<file path="src/verilog/slc_pkg.sv">
// Purpose: shared constants for the subscriber linefeed control block
// Assumes: 8-bit register port, 100 MHz clock
// Notes: register offsets, field layouts, reset values, state codes
package slc_pkg;
  // ==========================================================
  // register offsets
  localparam logic [7:0] OFF_LINE_STATE = 8'h40;
  localparam logic [7:0] OFF_LOOP_CURRENT_LIMIT = 8'h47;
  localparam logic [7:0] OFF_VOC = 8'h48;
  localparam logic [7:0] OFF_VCM = 8'h49;
  localparam logic [7:0] OFF_LOOP_V = 8'h4E;
  localparam logic [7:0] OFF_LOOP_I = 8'h4F;
  localparam logic [7:0] OFF_ALARM = 8'h50;
  // ==========================================================
  // field widths and reset values
  localparam int LOOP_CURRENT_LIMIT_W = 3;
  localparam int VOLT_W = 6;
  localparam logic [2:0] LOOP_CURRENT_LIMIT_RST = 3'h0;
  localparam logic [5:0] VOC_RST = 6'h20;
  localparam logic [5:0] VCM_RST = 6'h02;
  localparam int AUTO_OPEN_ENABLE_BIT = 3;
  localparam int LS_W = 3;
  // ==========================================================
  // line states
  typedef enum logic [2:0] {
    LS_OPEN = 3'h0,
    LS_FWD_ACT = 3'h1,
    LS_FWD_OHT = 3'h2,
    LS_TIP_OPEN = 3'h3,
    LS_RINGING = 3'h4,
    LS_REV_ACT = 3'h5,
    LS_REV_OHT = 3'h6,
    LS_RING_OPEN = 3'h7
  } slc_state_e;
  // ==========================================================
  // timing: converter sample interval 1250 us at 800 Hz
  localparam int SAMPLE_US = 1250;
  localparam int CLK_MHZ = 100;
  localparam int SAMPLE_CYC = SAMPLE_US * CLK_MHZ;
endpackage

</file>
<file path="src/verilog/slc_sample_mem.sv">
// Purpose: small register file holding the latest loop samples
// Assumes: synchronous write, registered read
// Notes: two 8-bit entries, voltage and current
`timescale 1ns/1ps
module slc_sample_mem (
  // clock and reset
  input wire logic clock,
  input wire logic rst,
  // write side
  input wire logic wr_en,
  input wire logic [7:0] wr_v,
  input wire logic [7:0] wr_i,
  // read side
  input wire logic rd_sel,
  output logic [7:0] rd_data_q
);
  logic [7:0] mem_q [0:1];
  always_ff @(posedge clock) begin
    if (rst) begin
      mem_q[0] <= 8'h00;
      mem_q[1] <= 8'h00;
    end else if (wr_en) begin
      mem_q[0] <= wr_v;
      mem_q[1] <= wr_i;
    end
  end
  always_ff @(posedge clock) begin
    if (rst) begin
      rd_data_q <= 8'h00;
    end else begin
      rd_data_q <= mem_q[rd_sel];
    end
  end
endmodule // slc_sample_mem

</file>
<file path="src/verilog/slc_linefeed.sv">
// Purpose: digital control of a telephone line driver
// Assumes: synchronous 8-bit register port, converter results as inputs
// Notes: line state decides driver enables and audio path enable
`timescale 1ns/1ps
module slc_linefeed (
  // clock and reset
  input wire logic clock,
  input wire logic rst,
  // register port
  input wire logic reg_wr,
  input wire logic reg_rd,
  input wire logic [7:0] reg_addr,
  input wire logic [7:0] reg_wdata,
  output logic [7:0] reg_rdata_q,
  // converter and power monitor
  input wire logic adc_valid,
  input wire logic [7:0] adc_loop_v,
  input wire logic [7:0] adc_loop_i,
  input wire logic power_alarm,
  input wire logic alarm_irq_enable,
  // line drive controls
  output logic tip_drive_en_q,
  output logic ring_drive_en_q,
  output logic audio_en_q,
  output logic ringing_en_q,
  output logic reverse_pol_q,
  output logic alarm_irq_q,
  output logic [2:0] loop_current_limit_q,
  output logic [5:0] open_circuit_voltage_q,
  output logic [5:0] common_mode_offset_q
);
  // ==========================================================
  // registers
  slc_pkg::slc_state_e line_state_select_q;
  logic auto_open_enable_q;
  logic alarm_flag_q;
  logic [7:0] rdata_d;
  logic [7:0] mem_rdata;
  logic mem_sel_q;
  logic mem_rd_q;

  function automatic logic hit(input logic [7:0] a, input logic [7:0] o);
    hit = (a == o);
  endfunction

  // line state register, auto-open on alarm
  always_ff @(posedge clock) begin
    if (rst) begin
      line_state_select_q <= slc_pkg::LS_OPEN;
      auto_open_enable_q <= 1'b0;
    end else if (power_alarm && auto_open_enable_q) begin
      line_state_select_q <= slc_pkg::LS_OPEN;
    end else if (reg_wr && hit(reg_addr, slc_pkg::OFF_LINE_STATE)) begin
      line_state_select_q <= slc_pkg::slc_state_e'(
        reg_wdata[slc_pkg::LS_W-1:0]);
      auto_open_enable_q <= reg_wdata[slc_pkg::AUTO_OPEN_ENABLE_BIT];
    end
  end

  // feed configuration; codes carried linearly to the analog loop
  always_ff @(posedge clock) begin
    if (rst) begin
      loop_current_limit_q <= slc_pkg::LOOP_CURRENT_LIMIT_RST;
      open_circuit_voltage_q <= slc_pkg::VOC_RST;
      common_mode_offset_q <= slc_pkg::VCM_RST;
    end else if (reg_wr) begin
      if (hit(reg_addr, slc_pkg::OFF_LOOP_CURRENT_LIMIT)) begin
        loop_current_limit_q <= reg_wdata[slc_pkg::LOOP_CURRENT_LIMIT_W-1:0];
      end else if (hit(reg_addr, slc_pkg::OFF_VOC)) begin
        open_circuit_voltage_q <= reg_wdata[slc_pkg::VOLT_W-1:0];
      end else if (hit(reg_addr, slc_pkg::OFF_VCM)) begin
        common_mode_offset_q <= reg_wdata[slc_pkg::VOLT_W-1:0];
      end
    end
  end

  // sticky alarm flag; set wins over clear-on-write
  always_ff @(posedge clock) begin
    if (rst) begin
      alarm_flag_q <= 1'b0;
    end else if (power_alarm) begin
      alarm_flag_q <= 1'b1;
    end else if (reg_wr && hit(reg_addr, slc_pkg::OFF_ALARM) &&
                 reg_wdata[0]) begin
      alarm_flag_q <= 1'b0;
    end
  end

  always_ff @(posedge clock) begin
    if (rst) begin
      alarm_irq_q <= 1'b0;
    end else begin
      alarm_irq_q <= alarm_flag_q && alarm_irq_enable;
    end
  end

  // ==========================================================
  // state decode to drivers
  always_ff @(posedge clock) begin
    if (rst) begin
      tip_drive_en_q <= 1'b0;
      ring_drive_en_q <= 1'b0;
      audio_en_q <= 1'b0;
      ringing_en_q <= 1'b0;
      reverse_pol_q <= 1'b0;
    end else begin
      tip_drive_en_q <= 1'b1;
      ring_drive_en_q <= 1'b1;
      audio_en_q <= 1'b0;
      ringing_en_q <= 1'b0;
      reverse_pol_q <= 1'b0;
      case (line_state_select_q)
        slc_pkg::LS_OPEN: begin
          tip_drive_en_q <= 1'b0;
          ring_drive_en_q <= 1'b0;
        end
        slc_pkg::LS_FWD_OHT: begin
          audio_en_q <= 1'b1;
        end
        slc_pkg::LS_TIP_OPEN: begin
          tip_drive_en_q <= 1'b0;
        end
        slc_pkg::LS_RINGING: begin
          ringing_en_q <= 1'b1;
        end
        slc_pkg::LS_REV_ACT: begin
          reverse_pol_q <= 1'b1;
        end
        slc_pkg::LS_REV_OHT: begin
          reverse_pol_q <= 1'b1;
          audio_en_q <= 1'b1;
        end
        slc_pkg::LS_RING_OPEN: begin
          ring_drive_en_q <= 1'b0;
        end
        default: begin
        end
      endcase
    end
  end

  // ==========================================================
  // latest loop samples, captured on each converter strobe
  slc_sample_mem u_mem (
    .clock(clock),
    .rst(rst),
    .wr_en(adc_valid),
    .wr_v(adc_loop_v),
    .wr_i(adc_loop_i),
    .rd_sel(hit(reg_addr, slc_pkg::OFF_LOOP_I)),
    .rd_data_q(mem_rdata)
  );

  // ==========================================================
  // read path
  always_comb begin
    rdata_d = 8'h00;
    if (hit(reg_addr, slc_pkg::OFF_LINE_STATE)) begin
      rdata_d = {4'h0, auto_open_enable_q, line_state_select_q};
    end else if (hit(reg_addr, slc_pkg::OFF_LOOP_CURRENT_LIMIT)) begin
      rdata_d = {5'h00, loop_current_limit_q};
    end else if (hit(reg_addr, slc_pkg::OFF_VOC)) begin
      rdata_d = {2'h0, open_circuit_voltage_q};
    end else if (hit(reg_addr, slc_pkg::OFF_VCM)) begin
      rdata_d = {2'h0, common_mode_offset_q};
    end else if (hit(reg_addr, slc_pkg::OFF_ALARM)) begin
      rdata_d = {7'h00, alarm_flag_q};
    end
  end

  always_ff @(posedge clock) begin
    if (rst) begin
      mem_sel_q <= 1'b0;
      mem_rd_q <= 1'b0;
    end else begin
      mem_sel_q <= hit(reg_addr, slc_pkg::OFF_LOOP_V) ||
                   hit(reg_addr, slc_pkg::OFF_LOOP_I);
      mem_rd_q <= reg_rd;
    end
  end

  always_ff @(posedge clock) begin
    if (rst) begin
      reg_rdata_q <= 8'h00;
    end else if (reg_rd) begin
      reg_rdata_q <= rdata_d;
    end else if (mem_rd_q && mem_sel_q) begin
      reg_rdata_q <= mem_rdata;
    end
  end

  // ==========================================================
  // assertions
  property p_open_drivers;
    @(posedge clock) disable iff (rst)
    line_state_select_q == slc_pkg::LS_OPEN |=>
      !tip_drive_en_q && !ring_drive_en_q;
  endproperty
  a_open_drivers: assert property (p_open_drivers)
    else $error("drivers on in open state");

  property p_auto_open;
    @(posedge clock) disable iff (rst)
    power_alarm && auto_open_enable_q |=>
      line_state_select_q == slc_pkg::LS_OPEN ##1 !tip_drive_en_q;
  endproperty
  a_auto_open: assert property (p_auto_open)
    else $error("alarm did not force open");

  property p_no_auto_open;
    @(posedge clock) disable iff (rst)
    power_alarm && !auto_open_enable_q && !reg_wr |=>
      $stable(line_state_select_q);
  endproperty
  a_no_auto_open: assert property (p_no_auto_open)
    else $error("state changed without auto-open");

  property p_alarm_flag;
    @(posedge clock) disable iff (rst)
    power_alarm |=> alarm_flag_q;
  endproperty
  a_alarm_flag: assert property (p_alarm_flag)
    else $error("alarm flag not set");

  property p_active_audio;
    @(posedge clock) disable iff (rst)
    line_state_select_q == slc_pkg::LS_FWD_ACT |=>
      !audio_en_q && tip_drive_en_q && ring_drive_en_q;
  endproperty
  a_active_audio: assert property (p_active_audio)
    else $error("active state drive wrong");

  property p_oht_audio;
    @(posedge clock) disable iff (rst)
    line_state_select_q == slc_pkg::LS_REV_OHT |=>
      audio_en_q && reverse_pol_q;
  endproperty
  a_oht_audio: assert property (p_oht_audio)
    else $error("on-hook transmission audio off");

  property p_tip_open;
    @(posedge clock) disable iff (rst)
    line_state_select_q == slc_pkg::LS_TIP_OPEN |=>
      !tip_drive_en_q && ring_drive_en_q;
  endproperty
  a_tip_open: assert property (p_tip_open)
    else $error("tip open drive wrong");

  property p_ring_open;
    @(posedge clock) disable iff (rst)
    line_state_select_q == slc_pkg::LS_RING_OPEN |=>
      tip_drive_en_q && !ring_drive_en_q;
  endproperty
  a_ring_open: assert property (p_ring_open)
    else $error("ring open drive wrong");

  property p_ringing;
    @(posedge clock) disable iff (rst)
    line_state_select_q == slc_pkg::LS_RINGING |=> ringing_en_q;
  endproperty
  a_ringing: assert property (p_ringing)
    else $error("ringing not applied");

  property p_loop_current_limit_write;
    @(posedge clock) disable iff (rst)
    reg_wr && reg_addr == slc_pkg::OFF_LOOP_CURRENT_LIMIT |=>
      loop_current_limit_q == $past(reg_wdata[2:0]);
  endproperty
  a_loop_current_limit_write: assert property (p_loop_current_limit_write)
    else $error("current limit not stored");
endmodule // slc_linefeed

</file>
<file path="config.mk">
export PLATFORM = sky130hd
export DESIGN_NAME = slc_linefeed
export DESIGN_NICKNAME = d
export VERILOG_FILES = /design/src/verilog/slc_pkg.sv /design/src/verilog/slc_sample_mem.sv /design/src/verilog/slc_linefeed.sv
export SDC_FILE = /design/constraint.sdc
export NUM_CORES = 1
export LEC_CHECK = 0
export BUFFER_PORTS_ARGS = -buffer_cell sky130_fd_sc_hd__buf_4
export CAP_MARGIN = 25
export CELL_PAD_IN_SITES_DETAIL_PLACEMENT = 0
export CELL_PAD_IN_SITES_GLOBAL_PLACEMENT = 2
export CORE_MARGIN = 3
export CORE_UTILIZATION = 32
export DETAILED_ROUTE_END_ITERATION = 7
export PLACE_DENSITY_LB_ADDON = 0.1
export SLEW_MARGIN = 20
export SYNTH_ARGS = -nofsm -noshare
export SYNTH_HDL_FRONTEND = slang
export SYNTH_HIERARCHICAL = 1
export SYNTH_SLANG_ARGS = --single-unit
</file>
<file path="constraint.sdc">
create_clock -name clock -period 2.18 [get_ports clock]
set_clock_uncertainty 0.15 [all_clocks]
set_input_delay 0.218 -clock clock [delete_from_list [all_inputs] [get_ports clock]]
set_output_delay 0.218 -clock clock [all_outputs]
set_load 0.01 [all_outputs]
</file>
==> results of run 1 <==
==> final timing paths <==
| check | slack [ps] | endpoint | cells past startpoint | from |
|---|---|---|---|---|
| worst max-delay path | 620 | reg_rdata_q[0] | 5 | line_state_select_q[0] |
| worst min-delay path | 20 | reg_rdata_q[2] | 2 | rst |
| worst max register to register | 620 | reg_rdata_q[0] | 5 | line_state_select_q[0] |
| worst min register to register | 340 | u_mem/rd_data_q[6] | 2 | u_mem/mem_q[0][6] |
==> cell usage in the layout (no fill, tap or decap), types with 4 or more instances in the layout <==
cell type	instances
nor3b_1	4
and2_1	4
dlygate4sd3_1	12
edfxtp_1	16
and2_2	13
nor2b_1	4
o21ai_0	4
nand2_1	4
clkbuf_8	10
nand4_1	4
nor3_1	12
buf_4	68
mux2i_1	31
nand3_1	5
nor2_1	40
a21oi_1	4
dfxtp_1	44
==> per-layer routing <==
metal / GRT usage / up-vias
li1: - / 987
met1: 0.177 / 899
met2: 0.200 / 47
met3: 0.0474 / 6
met4: 0.0577 / 0
met5: 0 / -
==> state kept, by name, summed over array words and instances (netlist names) <==
signal / cells
reverse_pol_q: 1
audio_en_q: 1
loop_current_limit_q: 3
u_mem/rd_data_q: 8
reg_rdata_q: 8
tip_drive_en_q: 1
alarm_flag_q: 1
mem_sel_q: 1
open_circuit_voltage_q: 6
u_mem/mem_q: 16
ring_drive_en_q: 1
ringing_en_q: 1
alarm_irq_q: 1
line_state_select_q: 3
auto_open_enable_q: 1
common_mode_offset_q: 6
mem_rd_q: 1
==> through the flow <==
step,area [µm²],hold WS [ps],std cells,util
2_1_floorplan,2540,185,234,-
3_3_place_gp,3110,302,388,0.415
3_5_place_dp,3110,306,388,0.415
4_1_cts,3450,0.480,415,0.460
5_1_grt,3460,1.73,416,0.462
6_report,3460,18.1,416,0.462
==> worst max-delay path, cell delays in order (launching register included) <==
cell	delay [ps]
dfxtp_1	470
nor4b_1	280
a41oi_1	80
nor3b_1	200
a21oi_1	80
a211oi_1	220
==> cell families after synthesis <==
logic type / share of synthesized area
flip-flops: 0.536
buffers and inverters: 0.0305
multiplexers: 0.122
AND/OR/NAND/NOR: 0.245
XOR/XNOR: 0.00345
AO/OA/AOI/OAI: 0.0630
==> report_power, final <==
| part | switching [mW] | leakage [nW] | internal (mW) |
|---|---|---|---|
| Sequential | 0.0125 | 0.529 | 1.18 |
| Clock | 0.462 | 0.113 | 0.684 |
| Combinational | 0.0882 | 0.851 | 0.0981 |
| Total | 0.563 | 1.49 | 1.97 |
==> layout make-up <==
cell class / count / area, µm²
inverters: 2 / 7.51
repair buffers: 80 / 631
clock inverters: 6 / 93.8
multi-input cells: 159 / 1100
clock buffers: 10 / 138
flip-flops and latches: 60 / 1360
well taps: 99 / 124
fillers: 747 / 4030
==> repair_timing <==
action | CTS | global route
hold buffers | 11 | 1
buffers inserted | 0 | 0
gates resized for setup | 0 | 0
hold endpoints to repair | 12 | 1
==> flow_summary.json, run 1 <==
{
  "synth_cell_type_count": 43,
  "peakVddDrop_uv": 354,
  "grt_pass1_wl_um": 9000,
  "die-height_um": 95.1,
  "grt_pass1_vias": 1821,
  "cts_tree": "yes",
  "relSlewSlack": 0.674,
  "crit_type": "reg -> reg",
  "core_area_um2": 7490,
  "grt_max_degree": 32,
  "wl_um": 5860,
  "cp.required_ps": 2280,
  "place_ws_ps": 321,
  "cp-start-kind": "flop",
  "clk_pin_slew_ps": 80,
  "wl_met2_um": 2610,
  "finalSetupTns_ps": 0,
  "vias": 1939,
  "die_w_um": 95.1,
  "io_pins": 68,
  "grt.overflow.total": 0,
  "yosysSeqAreaShare": 0.536,
  "drive_gt1_frac": 0.331,
  "syn_to_final_growth_pct": 36.0,
  "slew_viol_final": 0,
  "final_nets": 351,
  "synth.avg_cell_area_um2": 10.9,
  "synth_nets": 273,
  "critPathMaxFanout": 7,
  "p_total_mw": 2.53,
  "top_layer_used": "met4",
  "drt-met1-wl_um": 2830,
  "cts_buffers": 9,
  "die_area_um2": 9050,
  "synth_edf_count": 16,
  "status": "complete, no violations",
  "yosysMostFrequentCell": "dfxtp_1",
  "clk_path_buf_depth": 2,
  "async_flop_share": 0,
  "start_util": 0.339,
  "post_drt_via_cell_ratio": 4.66,
  "io_buffers": 65,
  "end_kind": "flop",
  "route.met3.wl_um": 352,
  "ys_warn_count": 6,
  "report.final.hold_viol_count": 0,
  "rsz0062_at_grt": "false",
  "synth-main-ff-cell": "dfxtp_1",
  "period_share": 0.714,
  "drt_iter0_drc": 63,
  "fmax_mhz": 642,
  "maxCapViolations": 0,
  "clock_latency_ps": 340,
  "gp_congestion": 0.783,
  "critPathArrivalTime_ps": 1660,
  "cts.sinks": 60,
  "postSynthCellCount": 234,
  "diodes": 0,
  "fin_ws_ps": 623,
  "hold_path_class": "in -> reg",
  "ant_nets": 0,
  "worstMarginPinSlew_ps": 485,
  "cts_htree_levels": 3,
  "layout_min_cycle_time_ps": 1560,
  "ys_seq_elements": 60,
  "track_usage": 0.135,
  "synth.top_cells.by_count": "dfxtp_1, nor2_1, mux2i_1, edfxtp_1, and2_2",
  "dr.pass1.iters": 4,
  "synth_area_um2": 2540,
  "cellPowerDensity_nw_per_um2": 732,
  "cts-root-buf": "clkbuf_8",
  "wl_per_cell_um": 14.1,
  "drc_errors": 0,
  "yosysTopAreaCellShare": 0.347,
  "leakage_nw": 1.49,
  "dp_hpwl_um": 4190,
  "setup_viol": 0,
  "synth_area_leaders": "dfxtp_1, edfxtp_1, mux2i_1",
  "antenna_found_initial": 0,
  "synth_top_area_cell": "dfxtp_1",
  "rows": 31
}
Note: power is estimated with default switching activity, not from simulation.
==> inputs of run 2 (changes only) <==
==> constraint.sdc (replaced) <==
create_clock -name clock -period 1.53 [get_ports clock]
set_clock_uncertainty 0.15 [all_clocks]
set_input_delay 0.153 -clock clock [delete_from_list [all_inputs] [get_ports clock]]
set_output_delay 0.153 -clock clock [all_outputs]
set_load 0.01 [all_outputs]
==> run 2 against run 1 <==
Effect of this change: die area did not move; combinational power rose by 70%; worst setup slack got worse by 540 ps; non-clock buffer count rose by 29; cell count rose by 7.0%; power rose by 28%; sequential power rose by 43%; core utilization rose by 2.7 points; routed wire length rose by 3.9%; worst hold slack got worse by 20 ps; first-iteration DRC count fell by 3.2%; the flow now finishes with violations (negative hold slack); sequential cell count did not move.
==> flow_summary.json, run 2 (same netlist as run 1, synthesis figures left out) <==
{
  "layout_min_cycle_time_ps": 1450,
  "drc_errors": 0,
  "die-height_um": 95.1,
  "violations": "negative hold slack",
  "cts_htree_levels": 3,
  "largest_register_ffs": 16,
  "path_buf_inv": 3,
  "grt_busiest_layer": "met2",
  "critical_path.max_stage_delay_ps": 560,
  "holdWs_ps": -1.99,
  "layout_common_cells": "buf_4, dfxtp_1, nor2_1",
  "dr.pass1.iters": 4,
  "cp.required_ps": 1590,
  "fmax_mhz": 689,
  "track_usage": 0.146,
  "maxCapViolations": 0,
  "period_share": 0.949,
  "grt_use_met1": 0.191,
  "vias": 2062,
  "clk_pin_slew_ps": 70,
  "leakage_nw": 1.60,
  "antenna_found_initial": 0,
  "cts_tree": "yes",
  "status": "finished, violations left",
  "fin_ws_ps": 78.4,
  "drt_iter0_drc": 61,
  "dp_hpwl_um": 4350,
  "grt_max_degree": 34,
  "start_util": 0.339,
  "syn_to_final_growth_pct": 44.1,
  "final_util": 0.489,
  "report.final.hold_viol_count": 1,
  "critPathMaxFanout": 8,
  "core_area_um2": 7490,
  "use_met2": 0.220,
  "met3_usage": 0.0545,
  "top_register": "u_mem/mem_q",
  "grt_pass1_wl_um": 9830,
  "cellPowerDensity_nw_per_um2": 882,
  "io_pins": 68,
  "relSlewSlack": 0.747,
  "final_nets": 380,
  "wl_um": 6090,
  "grt_pass1_vias": 1978,
  "end_kind": "flop",
  "ant_nets": 0,
  "worst_path_most_repeated_cell": "nor2_1",
  "post_drt_via_cell_ratio": 4.63,
  "peakVddDrop_uv": 397,
  "drive_gt1_frac": 0.329,
  "setup_viol": 0,
  "die_w_um": 95.1,
  "clock_latency_ps": 330,
  "cts.sinks": 60,
  "die_area_um2": 9050,
  "diodes": 0,
  "cp-start-kind": "input port",
  "io_buffers": 65,
  "gp_congestion": 0.740,
  "final_common_cell": "buf_4",
  "cts_buffers": 9,
  "crit_type": "in -> reg",
  "slew_viol_final": 0,
  "rsz0062_at_grt": "false",
  "critPathTopFamily": "buffers and inverters",
  "reg_top3": "u_mem/mem_q (16), reg_rdata_q (8), u_mem/rd_data_q (8)",
  "cts-root-buf": "clkbuf_8",
  "cpMaxStageDelayCell": "dlygate4sd3_1",
  "crit_path_cell_trace": "buf_4 -> dlygate4sd3_1 -> nand3_1 -> nor2_1 -> buf_6 -> mux2i_1 -> nor2_1",
  "worstMarginPinSlew_ps": 379,
  "place_ws_ps": -122,
  "rows": 31,
  "critPathArrivalTime_ps": 1510,
  "hold_path_class": "in -> reg",
  "grt.overflow.total": 0,
  "wl_per_cell_um": 13.7,
  "clk_path_buf_depth": 2
}
## run 2: changes by cell type in the layout (fill, tap and decap cells not counted), sizes merged
cell	previous run	this run
buf	68	80
clkinv	1	3
clkinvlp	1	0
inv	4	2
bufinv	2	0
clkbuf	10	13
dlygate4sd3	12	29
## run 2: repair_timing
item	in CTS	in global routing
resized for setup	0	3
hold buffers	29	0
setup buffers	0	1
endpoints found under the hold margin	42	0
endpoints found under the setup margin	0	5
## run 2: layout make-up
| type | count | area (µm²) |
|---|---|---|
| Clock inverter | 3 | 13.8 |
| Tap cell | 99 | 124 |
| Inverter | 2 | 7.51 |
| Sequential cell | 60 | 1360 |
| Multi-Input combinational cell | 159 | 1110 |
| Fill cell | 732 | 3820 |
| Clock buffer | 13 | 149 |
| Timing Repair Buffer | 109 | 898 |
## run 2: power breakdown
group / total (mW) / switching (mW) / internal [mW]
registers: 1.71 / 0.0186 / 1.69
clock network: 1.21 / 0.583 / 0.623
logic: 0.317 / 0.136 / 0.181
total: 3.23 / 0.738 / 2.49
## run 2: final timing paths
kind	from	end	slack (ps)	cells after the start
worst max-delay path	reg_addr[2]	u_mem/rd_data_q[0]	80	7
worst min-delay path	reg_addr[4]	mem_sel_q	-2	4
worst max register to register	open_circuit_voltage_q[2]	reg_rdata_q[2]	120	5
worst min register to register	u_mem/mem_q[1][5]	u_mem/rd_data_q[5]	330	2
## run 2: layer usage
metal	wire, µm	vias up
met3	304	11
met5	0	-
met1	2920	959
li1	-	1051
met4	88	0
met2	2780	41
## run 2: worst min-delay path, stage by stage
cell and delay [ps]:
buf_4 100, nor4b_4 50, nand3_1 90, nor3b_1 50
## run 2: metrics by stage
stage / std cells / area (µm²) / TNS (ps) / total power, mW
after floorplan: 234 / 2540 / 0 / 1.86
after global placement: 399 / 3190 / -1870 / 2.00
after detailed placement: 399 / 3190 / -2140 / 2.00
after CTS: 444 / 3640 / 0 / 3.28
after global routing: 445 / 3660 / 0 / 3.38
final: 445 / 3660 / 0 / 3.23
==> inputs of run 3 (changes only) <==
--- a/config.mk
+++ b/config.mk
@@ -5,12 +5,14 @@
 export SDC_FILE = /design/constraint.sdc
 export NUM_CORES = 1
 export LEC_CHECK = 0
+export ABC_AREA = 1
 export BUFFER_PORTS_ARGS = -buffer_cell sky130_fd_sc_hd__buf_4
 export CAP_MARGIN = 25
 export CELL_PAD_IN_SITES_DETAIL_PLACEMENT = 0
 export CELL_PAD_IN_SITES_GLOBAL_PLACEMENT = 2
+export CORE_ASPECT_RATIO = 0.8
 export CORE_MARGIN = 3
-export CORE_UTILIZATION = 32
+export CORE_UTILIZATION = 30
 export DETAILED_ROUTE_END_ITERATION = 7
 export PLACE_DENSITY_LB_ADDON = 0.1
 export SLEW_MARGIN = 20
==> run 3 against run 2 <==
Effect of this change: the run now ends clean; fmax increased by 0.25%; die area increased by 12%; area after synthesis increased by 6.0%; sequential share of layout area decreased by 1.8 points; register-to-register slack improved by 150 ps; worst setup slack improved by 3.6 ps; combinational power increased by 14%; clock power increased by 17%; power increased by 8.2%; core utilization decreased by 4.2 points; via count increased by 16%; global-route usage decreased by 0.62 points; critical endpoint is now mem_sel_q; largest cell class unchanged.
==> flow_summary.json, run 3 <==
{
  "status": "complete, no violations",
  "layout_common_cells": "buf_4, inv_1, nor2_1",
  "vias": 2384,
  "wl_per_cell_um": 12.1,
  "ys_warn_count": 6,
  "period_share": 0.946,
  "dp_hpwl_um": 5090,
  "cts_buffers": 9,
  "crit_type": "in -> reg",
  "post_drt_via_cell_ratio": 4.27,
  "core_area_um2": 8600,
  "grt_pass1_wl_um": 11000,
  "worstMarginPinSlew_ps": 386,
  "critPathArrivalTime_ps": 1540,
  "io_buffers": 65,
  "cts_htree_levels": 3,
  "synth_nets": 369,
  "report.final.hold_viol_count": 0,
  "placed_cells": 513,
  "cp.required_ps": 1620,
  "clk_pin_slew_ps": 60,
  "gp_congestion": 0.757,
  "ant_nets": 0,
  "drive_gt1_frac": 0.276,
  "async_flop_share": 0,
  "antenna_found_initial": 0,
  "final_nets": 480,
  "critPathMaxFanout": 3,
  "postSynthCellCount": 330,
  "yosysMostFrequentCell": "inv_1",
  "final_util": 0.447,
  "finalSetupTns_ps": 0,
  "critical_path.max_stage_delay_ps": 570,
  "wl_um": 6770,
  "final_cells": 558,
  "cellPowerDensity_nw_per_um2": 910,
  "synth_cell_type_count": 29,
  "io_pins": 68,
  "track_usage": 0.139,
  "rsz0062_at_grt": "false",
  "diodes": 0,
  "synth_area_um2": 2690,
  "cpMaxStageDelayCell": "dlygate4sd3_1",
  "cp-start-kind": "input port",
  "maxCapViolations": 0,
  "relSlewSlack": 0.743,
  "fmax_mhz": 691,
  "ys_seq_elements": 60,
  "yosysTopAreaCellShare": 0.327,
  "synth.top_cells.by_count": "inv_1, nor2_1, nand2_1, dfxtp_1, o21ai_0",
  "synth_top_area_cell": "dfxtp_1",
  "leakage_nw": 1.78,
  "largest_register_ffs": 16,
  "syn_to_final_growth_pct": 42.8,
  "die-height_um": 90.7,
  "grt_max_degree": 17,
  "dr.pass1.iters": 4,
  "worst_path_most_repeated_cell": "dlygate4sd3_1",
  "rows": 30,
  "clock_latency_ps": 330,
  "hold_path_class": "in -> reg",
  "peakVddDrop_uv": 410,
  "drc_errors": 0,
  "crit_path_cell_trace": "buf_4 -> dlygate4sd3_1 -> nand2_1 -> dlygate4sd3_1 -> nor4_2",
  "holdWs_ps": 103,
  "final_common_cell": "buf_4",
  "cts_tree": "yes",
  "start_util": 0.313,
  "clk_path_buf_depth": 2,
  "top_register": "u_mem/mem_q",
  "critPathTopFamily": "buffers and inverters",
  "reg_top3": "u_mem/mem_q (16), reg_rdata_q (8), u_mem/rd_data_q (8)",
  "end_kind": "flop",
  "synth_area_leaders": "dfxtp_1, edfxtp_1, inv_1",
  "slew_viol_final": 0,
  "synth_edf_count": 16,
  "setup_viol": 0,
  "cts-root-buf": "clkbuf_8",
  "grt.overflow.total": 0,
  "path_buf_inv": 3,
  "die_area_um2": 10200,
  "drt_iter0_drc": 107,
  "die_w_um": 112,
  "synth-main-ff-cell": "dfxtp_1",
  "grt_pass1_vias": 2216,
  "synth.avg_cell_area_um2": 8.16,
  "yosysSeqAreaShare": 0.506,
  "cts.sinks": 60,
  "layout_min_cycle_time_ps": 1450
}
## run 3: changes by cell type in the layout (fill, tap and decap cells not counted), moves of 10 or more
cell     before  now
inv_1         2   54
nand2_1       4   48
mux2i_1      31    0
o21ai_0       4   29
a21oi_1       4   22
nor2_4        0   16
and2_2       13    0
nor2_1       40   51
nor3_1       12    2
## run 3: cell type report
type                            count  area, µm²
Sequential cell                    60       1360
Timing Repair Buffer              108        883
Tap cell                          112        140
Multi-Input combinational cell    205       1040
Clock buffer                       14        163
Clock inverter                      2       35.0
Fill cell                         877       4750
Inverter                           57        216
## run 3: final timing paths
check / from / to / slack [ps] / cells past startpoint
worst max-delay path: reg_addr[2] / mem_sel_q / 80 / 5
worst min-delay path: reg_wr / open_circuit_voltage_q[5] / 100 / 4
worst min register to register: alarm_flag_q / alarm_irq_q / 310 / 2
worst max register to register: mem_sel_q / reg_rdata_q[2] / 270 / 6
## run 3: tightest hold or removal path: cells and delay by family
| kind | cells | cell delay [ps] |
|---|---|---|
| AO/OA/AOI/OAI | 1 | 120 |
| buffers and inverters | 1 | 120 |
| AND/OR/NAND/NOR | 2 | 150 |
## run 3: kinds of logic after synthesis
logic type | after synthesis | synth area share
buffers and inverters | 65 | 0.109
AOI/OAI and AO/OA | 60 | 0.114
DFF | 60 | 0.506
and+or+nand+nor | 145 | 0.271
## run 3: routing by layer
metal  track usage  wire [µm]  vias to the layer above
met4        0.0426         36                        0
met3        0.0496        237                        2
met1         0.199       3630                     1068
li1              -          -                     1270
met2         0.195       2870                       44
met5             0          0                        -
## run 3: stage by stage
stage	cell area, µm²	setup WS [ps]	power, mW
after global placement	3350	-27.0	2.05
after CTS	3840	18.7	3.57
final	3840	82.0	3.50
after floorplan	2690	60.1	1.90
after detailed placement	3350	-40.2	2.05
after global routing	3840	20.5	3.68
## run 3: report_power, final
part           internal [mW]  total, mW  switching, mW
Combinational          0.180      0.360          0.180
Clock                  0.841       1.42          0.582
Sequential              1.69       1.71         0.0209
## run 3: repair_timing
| action | 4_1_cts | 5_1_grt |
|---|---|---|
| setup endpoints to repair | 0 | 1 |
| gates resized for setup | 0 | 1 |
| setup buffers | 0 | 0 |
| endpoints found under the hold margin | 38 | 0 |
| hold buffers | 29 | 0 |
